[src/design/tcm_params.svh]
/*
 * constants of the compare match unit: register offsets, mode codes,
 * status bit positions and reset values.
 * assumes: included by bare name; definitions only.
 */
`ifndef TCM_PARAMS_SVH
`define TCM_PARAMS_SVH

// ------------------------------------------------
// register offsets
// ------------------------------------------------
`define TCM_AW 3
`define TCM_OFS_CTRL 3'h0
`define TCM_OFS_VLO 3'h1
`define TCM_OFS_VHI 3'h2
`define TCM_OFS_STAT 3'h3
`define TCM_OFS_CLR 3'h4
`define TCM_OFS_ENA 3'h5

// ------------------------------------------------
// mode codes of compare_mode_select
// ------------------------------------------------
`define TCM_MODE_MSB 3
`define TCM_MODE_OFF 4'h0
`define TCM_MODE_TOGGLE 4'h2
`define TCM_MODE_SET 4'h8
`define TCM_MODE_CLEAR 4'h9
`define TCM_MODE_SWINT 4'ha
`define TCM_MODE_SPECIAL 4'hb

// ------------------------------------------------
// status layout and reset values
// ------------------------------------------------
`define TCM_ST_W 2
`define TCM_ST_MATCH 0
`define TCM_ST_SPECIAL 1
`define TCM_BYTE_RST 8'h00
`define TCM_ST_RST 2'h0

`endif

[src/design/tcm_pkg.sv]
/*
 * types and mode decoding of the compare match unit.
 * assumes: tcm_params.svh is on the include path.
 */
`include "tcm_params.svh"

package tcm_pkg;
    typedef logic [3:0] tcm_mode_t;
    typedef logic [7:0] tcm_byte_t;
    typedef logic [15:0] tcm_count_t;

    // modes in which the unit owns the pin
    function automatic logic tcm_drives_pin(input tcm_mode_t m);
        tcm_drives_pin = (m == `TCM_MODE_TOGGLE) || (m == `TCM_MODE_SET)
            || (m == `TCM_MODE_CLEAR);
    endfunction : tcm_drives_pin

    // any compare mode
    function automatic logic tcm_is_compare(input tcm_mode_t m);
        tcm_is_compare = tcm_drives_pin(m) || (m == `TCM_MODE_SWINT)
            || (m == `TCM_MODE_SPECIAL);
    endfunction : tcm_is_compare
endpackage : tcm_pkg

[src/design/tcm_top.sv]
/*
 * compare match unit: control and compare registers, pin latch,
 * special event trigger and interrupt status.
 * assumes: timer, adc and pin pad sit outside on the same mclk;
 * the pad applies its own direction bit.
 */
// Strobed register access and the address map were left to the implementer.
`timescale 1ns/100ps
`default_nettype none
`include "tcm_params.svh"

module tcm_top
    import tcm_pkg::*;
(
    // clock and reset
    input wire logic mclk,
    input wire logic rst_n,
    // register port
    input wire logic [`TCM_AW-1:0] reg_addr,
    input wire tcm_pkg::tcm_byte_t reg_wdata,
    input wire logic reg_wr,
    input wire logic reg_rd,
    output tcm_pkg::tcm_byte_t reg_rdata,
    // timer
    input wire tcm_pkg::tcm_count_t timer_count,
    input wire logic timer_tick,
    output logic timer_clear,
    // adc
    input wire logic adc_enable,
    output logic adc_start,
    // compare pin
    output logic compare_output_pin_o,
    output logic compare_output_pin_oe,
    // events
    output logic special_event_trigger,
    output logic match_interrupt_flag,
    output logic irq
);
    import tcm_pkg::*;

    // ------------------------------------------------
    // registers
    // ------------------------------------------------
    tcm_byte_t ctrl_r;
    tcm_byte_t vlo_r;
    tcm_byte_t vhi_r;
    tcm_byte_t rdata_r;
    logic [`TCM_ST_W-1:0] stat_r;
    logic [`TCM_ST_W-1:0] ena_r;
    logic [`TCM_ST_W-1:0] stat_set;
    logic [`TCM_ST_W-1:0] stat_clr;
    logic out_r;

    tcm_mode_t mode;
    tcm_count_t cmp_value;
    logic wr_ctrl;
    logic wr_zero;
    logic equal;
    logic match_evt;
    logic special_mode;

    assign mode = ctrl_r[`TCM_MODE_MSB:0];
    assign cmp_value = {vhi_r, vlo_r};
    assign special_mode = (mode == `TCM_MODE_SPECIAL);
    assign wr_ctrl = reg_wr && (reg_addr == `TCM_OFS_CTRL);
    assign wr_zero = wr_ctrl && (reg_wdata == `TCM_BYTE_RST);

    // ------------------------------------------------
    // match detection
    // ------------------------------------------------
    tcm_match_detect u_detect (
        .mclk(mclk),
        .rst_n(rst_n),
        .timer_count(timer_count),
        .timer_tick(timer_tick),
        .compare_value(cmp_value),
        .armed(tcm_is_compare(mode)),
        .special_mode(special_mode),
        .equal(equal),
        .match_evt(match_evt),
        .timer_clear(timer_clear)
    );

    // ------------------------------------------------
    // register writes
    // ------------------------------------------------
    always_ff @(posedge mclk)
    begin
        if (!rst_n)
            ctrl_r <= `TCM_BYTE_RST;
        else if (wr_ctrl)
            ctrl_r <= reg_wdata;
    end

    always_ff @(posedge mclk)
    begin
        if (!rst_n)
            vlo_r <= `TCM_BYTE_RST;
        else if (reg_wr && (reg_addr == `TCM_OFS_VLO))
            vlo_r <= reg_wdata;
    end

    always_ff @(posedge mclk)
    begin
        if (!rst_n)
            vhi_r <= `TCM_BYTE_RST;
        else if (reg_wr && (reg_addr == `TCM_OFS_VHI))
            vhi_r <= reg_wdata;
    end

    always_ff @(posedge mclk)
    begin
        if (!rst_n)
            ena_r <= `TCM_ST_RST;
        else if (reg_wr && (reg_addr == `TCM_OFS_ENA))
            ena_r <= reg_wdata[`TCM_ST_W-1:0];
    end

    // ------------------------------------------------
    // compare output latch
    // ------------------------------------------------
    // a zero control write wins over a match in the same cycle
    always_ff @(posedge mclk)
    begin
        if (!rst_n)
            out_r <= 1'b0;
        else if (wr_zero)
            out_r <= 1'b0;
        else if (match_evt)
        begin
            case (mode)
                `TCM_MODE_TOGGLE: out_r <= !out_r;
                `TCM_MODE_SET: out_r <= 1'b1;
                `TCM_MODE_CLEAR: out_r <= 1'b0;
                default: out_r <= out_r;
            endcase
        end
    end

    // the pad direction bit is software's business; oe only says
    // whether the unit claims the pin
    assign compare_output_pin_o = out_r;
    assign compare_output_pin_oe = tcm_drives_pin(mode);

    // ------------------------------------------------
    // special event trigger
    // ------------------------------------------------
    // combinational so it lands in the match cycle itself
    assign special_event_trigger = match_evt && special_mode;
    assign adc_start = special_event_trigger && adc_enable;
    // timer_clear is a plain load-zero, not a wrap: the timer must not
    // raise its overflow flag for it

    // ------------------------------------------------
    // interrupt status
    // ------------------------------------------------
    assign stat_set[`TCM_ST_MATCH] = match_evt;
    assign stat_set[`TCM_ST_SPECIAL] = special_event_trigger;
    assign stat_clr = (reg_wr && (reg_addr == `TCM_OFS_CLR))
        ? reg_wdata[`TCM_ST_W-1:0] : `TCM_ST_RST;

    // set beats clear so no event is lost
    always_ff @(posedge mclk)
    begin
        if (!rst_n)
            stat_r <= `TCM_ST_RST;
        else
            stat_r <= (stat_r & ~stat_clr) | stat_set;
    end

    assign match_interrupt_flag = stat_r[`TCM_ST_MATCH];
    assign irq = |(stat_r & ena_r);

    // ------------------------------------------------
    // register reads
    // ------------------------------------------------
    always_ff @(posedge mclk)
    begin
        if (!rst_n)
            rdata_r <= `TCM_BYTE_RST;
        else if (reg_rd)
        begin
            case (reg_addr)
                `TCM_OFS_CTRL: rdata_r <= ctrl_r;
                `TCM_OFS_VLO: rdata_r <= vlo_r;
                `TCM_OFS_VHI: rdata_r <= vhi_r;
                `TCM_OFS_STAT: rdata_r <= tcm_byte_t'(stat_r);
                `TCM_OFS_ENA: rdata_r <= tcm_byte_t'(ena_r);
                default: rdata_r <= `TCM_BYTE_RST;
            endcase
        end
        else
            rdata_r <= `TCM_BYTE_RST;
    end

    assign reg_rdata = rdata_r;
endmodule : tcm_top

`default_nettype wire

[src/design/tcm_match_detect.sv]
/*
 * equality detector between the timer count and the compare value,
 * plus the pending timer reset of the special event trigger.
 * assumes: timer_tick is a one-cycle pulse in mclk, the timer takes
 * its next value at the end of that cycle.
 */
`timescale 1ns/100ps
`default_nettype none

module tcm_match_detect
    import tcm_pkg::*;
(
    // clock and reset
    input wire logic mclk,
    input wire logic rst_n,
    // timer side
    input wire tcm_pkg::tcm_count_t timer_count,
    input wire logic timer_tick,
    // configuration
    input wire tcm_pkg::tcm_count_t compare_value,
    input wire logic armed,
    input wire logic special_mode,
    // results
    output logic equal,
    output logic match_evt,
    output logic timer_clear
);
    logic tick_d_r;
    logic pend_r;

    assign equal = (timer_count == compare_value);
    // only the cycle after a count update is looked at
    assign match_evt = armed && tick_d_r && equal;
    // reset only if the match still holds at the next timer edge
    assign timer_clear = pend_r && timer_tick && equal && special_mode;

    always_ff @(posedge mclk)
    begin
        if (!rst_n)
            tick_d_r <= 1'b0;
        else
            tick_d_r <= timer_tick;
    end

    always_ff @(posedge mclk)
    begin
        if (!rst_n)
            pend_r <= 1'b0;
        else if (match_evt && special_mode)
            pend_r <= 1'b1;
        else if (timer_tick || !special_mode)
            pend_r <= 1'b0;
    end
endmodule : tcm_match_detect

`default_nettype wire

[config.mk]
export PLATFORM = sky130hd
export DESIGN_NAME = tcm_top
export DESIGN_NICKNAME = d
export VERILOG_FILES = /design/src/design/tcm_pkg.sv /design/src/design/tcm_top.sv /design/src/design/tcm_match_detect.sv
export VERILOG_INCLUDE_DIRS = /design/src /design/src/design
export SDC_FILE = /design/constraint.sdc
export NUM_CORES = 1
export LEC_CHECK = 0
export BUFFER_PORTS_ARGS = -buffer_cell sky130_fd_sc_hd__buf_2
export CORE_MARGIN = 2
export CORE_UTILIZATION = 35
export DETAILED_ROUTE_END_ITERATION = 7
export PLACE_DENSITY = 0.56
export SETUP_SLACK_MARGIN = 0.3
export SLEW_MARGIN = 20
export SYNTH_ARGS = -nofsm -noshare
export SYNTH_HDL_FRONTEND = slang
export SYNTH_SLANG_ARGS = --single-unit
export TNS_END_PERCENT = 1
[constraint.sdc]
create_clock -name mclk -period 1.9 [get_ports mclk]
set_input_delay 0.38 -clock mclk [delete_from_list [all_inputs] [get_ports mclk]]
set_output_delay 0.38 -clock mclk [all_outputs]
set_load 0.005 [all_outputs]
==> summary.md <==
| Metric | Value |
|---|---|
| Fin Setup TNS | `-1.01 ns` |
| TritonCTS buffer count | `5` |
| Layout cells sized above 1 | `32.1%` |
| Root buf cell | `clkbuf_8` |
| Worst setup EP type | `output pin` |
| Vias | `1,753` |
| Final period util | `120%` |
| Overflow after GRT | `0` |
| Ant diodes | `0` |
| Starting Density | `36.8%` |
| PwrDens | `734 nW/µm²` |
| CP max FO | `3` |
| Initial antenna violation count | `0` |
| Crit-path cells | `xor2_1, nor4_1, buf_4, nand4_1, nor4_4, and2_1, buf_2` |
| Arrival time worst endpoint | `1.91 ns` |
| Max_cap viols | `0` |
| RSZ-0062 raised after global routing | `yes` |
| Slowest stage delay, CP | `0.35 ns` |
| GRT Util Overall | `18.1%` |
| CTS tree | `yes` |
| Vias per Instance | `4.87` |
| Die Y | `77.9 µm` |
| Most frequent cells in the layout | `buf_2, nand2_1, dfxtp_1, buf_4` |
| FF+latch count, synth | `39` |
| Achievable frequency | `0.437 GHz` |
| Final Util | `48.7%` |
| Top delay family on crit path | `simple AND/OR/NAND/NOR gates` |
| Drt total wl | `5.20 mm` |
| Synthesized cell area | `1910 µm²` |
| Syn Area/Cell | `8.58 µm²` |
| Leakage power | `1.06 nW` |
| HPWL after DPL | `3.85 mm` |
| Failing checks | `negative setup slack` |
| GP Congestion | `0.809` |
| Post-synthesis cell type count | `36` |
| Yosys warning count | `0` |
| Crit Path Class | `register to output pin` |
| Site Rows | `26` |
| Final hold violations | `0` |
| Die X | `77.9 µm` |
| Yosys top cell area share | `40.8%` |
| Worst path slowest cell | `dfxtp_1` |
| Final worst slack | `-0.387 ns` |
| Syn_nets | `256` |
| TritonRoute pass-1 iters | `4` |
| Seq/Total Area, Yosys | `40.8%` |
| Startpoint class of the critical path | `register` |
| Clock buffer depth | `2` |
| Port bufs | `47` |
| Final setup fails | `5` |
| Post-route ant nets | `0` |
| H-tree Lvls | `2` |
| Core footprint | `5200 µm²` |
| Commonest non-fill, non-tap cell in the layout | `buf_2` |
| Worst-Skew Late Latency | `0.30 ns` |
| Largest cells by area after synthesis | `dfxtp_1, mux2i_1, nand2_1` |
| DRC Markers | `0` |
| Worst Tran Pin Value | `0.418 ns` |
| VDD IR max | `359 µV` |
| First-pass GRT wire length | `8.47 mm` |
| Crit path time final | `2.29 ns` |
| Worst hold-check path type | `input port to register` |
| Cell taking the most area after synthesis | `dfxtp_1` |
| WP buf/inv | `2` |
| Initial DRC count | `61` |
| Layout Skew | `0.00667 ns` |
| Top Ports | `48` |
| Status | `complete, but fails checks` |
| Clk sinks | `39` |
| Die Footprint | `6070 µm²` |
| Area growth syn-to-layout | `32.4%` |
| Syn Inst Count | `223` |
| Max-slew violation count | `0` |
| WP data required | `1.52 ns` |
| Wire length per cell | `14.4 µm` |
| Nets | `322` |
| Rel. slew slack | `72.0%` |
| Largest net degree at the start of global routing | `21` |
| Vias in the first global route | `1,667` |
| CTS clk-pin slew, worst paths | `0.08 ns` |
registers in the layout, indices dropped and copies added, names as in the netlist:
name and count:
ctrl_r 8, vhi_r 8, compare_output_pin_o 1, reg_rdata 8, u_detect.pend_r 1, ena_r 2
u_detect.tick_d_r 1, stat_r 2, vlo_r 8
layout make-up:
type | instances | area, µm²
Clock buffer | 5 | 68.8
Clock inverter | 3 | 67.6
Fill cell | 532 | 2670
Inverter | 3 | 13.8
Multi-Input combinational cell | 170 | 1100
Sequential cell | 39 | 787
Tap cell | 70 | 87.6
Timing Repair Buffer | 70 | 412
worst register-to-register path: stages (launching register included):
cell and delay (ns):
dfxtp_1 0.35, xor2_1 0.17, nor4_1 0.27, buf_4 0.16, nand4_1 0.18, buf_4 0.22
or2_1 0.25, a221oi_2 0.26
worst paths after layout:
check / from / end / slack [ns] / cells past startpoint
setup / recovery: vhi_r[1] / adc_start / -0.39 / 7
hold / removal: timer_tick / u_detect.tick_d_r / 0.31 / 2
setup reg to reg: vhi_r[1] / compare_output_pin_o / -0.04 / 7
hold reg to reg: ctrl_r[5] / ctrl_r[5] / 0.47 / 2
per-stage QoR:
stage | hold WS [ns] | cell area (µm²) | setup WS [ns] | total power [mW] | std cells
after floorplan | 0.443 | 1910 | 0.0754 | 0.948 | 223
after global placement | 0.450 | 2360 | -0.191 | 1.04 | 352
after detailed placement | 0.457 | 2360 | -0.267 | 1.04 | 352
after CTS | 0.301 | 2520 | -0.445 | 1.87 | 360
after global routing | 0.316 | 2530 | -0.559 | 1.93 | 360
final | 0.309 | 2530 | -0.387 | 1.86 | 360
kinds of logic (layout without fill, tap and decap cells):
logic type,count (synthesis),in the layout,synth area share [%]
AO/OA/AOI/OAI,42,42,15.0
XOR/XNOR,16,16,7.32
buffers and inverters,14,81,2.88
flip-flops,39,39,40.8
multiplexers,18,18,9.42
AND/OR/NAND/NOR,94,94,24.5
cells in the mapped netlist:
library cell / n
or2_2: 1
or3_1: 1
o41ai_1: 1
a21boi_0: 18
nand4_1: 1
nor4b_2: 1
dfxtp_1: 39
a31oi_1: 1
o21a_1: 2
a21oi_1: 10
nor4bb_1: 1
a221oi_2: 1
and3_1: 1
nand3_1: 2
nand2_1: 41
nor4_1: 6
and2_1: 2
nor2b_1: 12
a22oi_1: 2
a22o_1: 1
clkbuf_1: 9
o32ai_1: 1
nand2b_1: 1
o21ai_0: 5
nand3b_1: 1
nor4_2: 1
mux2i_1: 18
inv_1: 3
nor2_4: 1
buf_2: 2
nor3_1: 1
nor2_1: 17
or2_1: 1
nand4b_1: 1
or3b_2: 1
xor2_1: 16
layer usage:
metal  vias up  GRT usage [%]  wire, µm
li1        894              -         -
met1       804           23.4      2440
met2        44           30.0      2460
met3        11           3.26       203
met4         0           7.02        94
met5         -              0         0
power by group:
part           leakage [nW]  switching, mW  internal [mW]  total [mW]
Combinational         0.680          0.101         0.0823       0.183
Clock                0.0644          0.314          0.524       0.837
Sequential            0.318        0.00966          0.830       0.840
Total                  1.06          0.424           1.44        1.86
repair_timing:
item | 4_1_cts | 5_1_grt
hold buffers | 0 | 0
hold endpoints to repair | 0 | 0
resized for setup | 8 | 4
buffers inserted | 0 | 0
endpoints found under the setup margin | 7 | 8
pin swaps | 3 | 4
(Power assumes the default switching activity.)
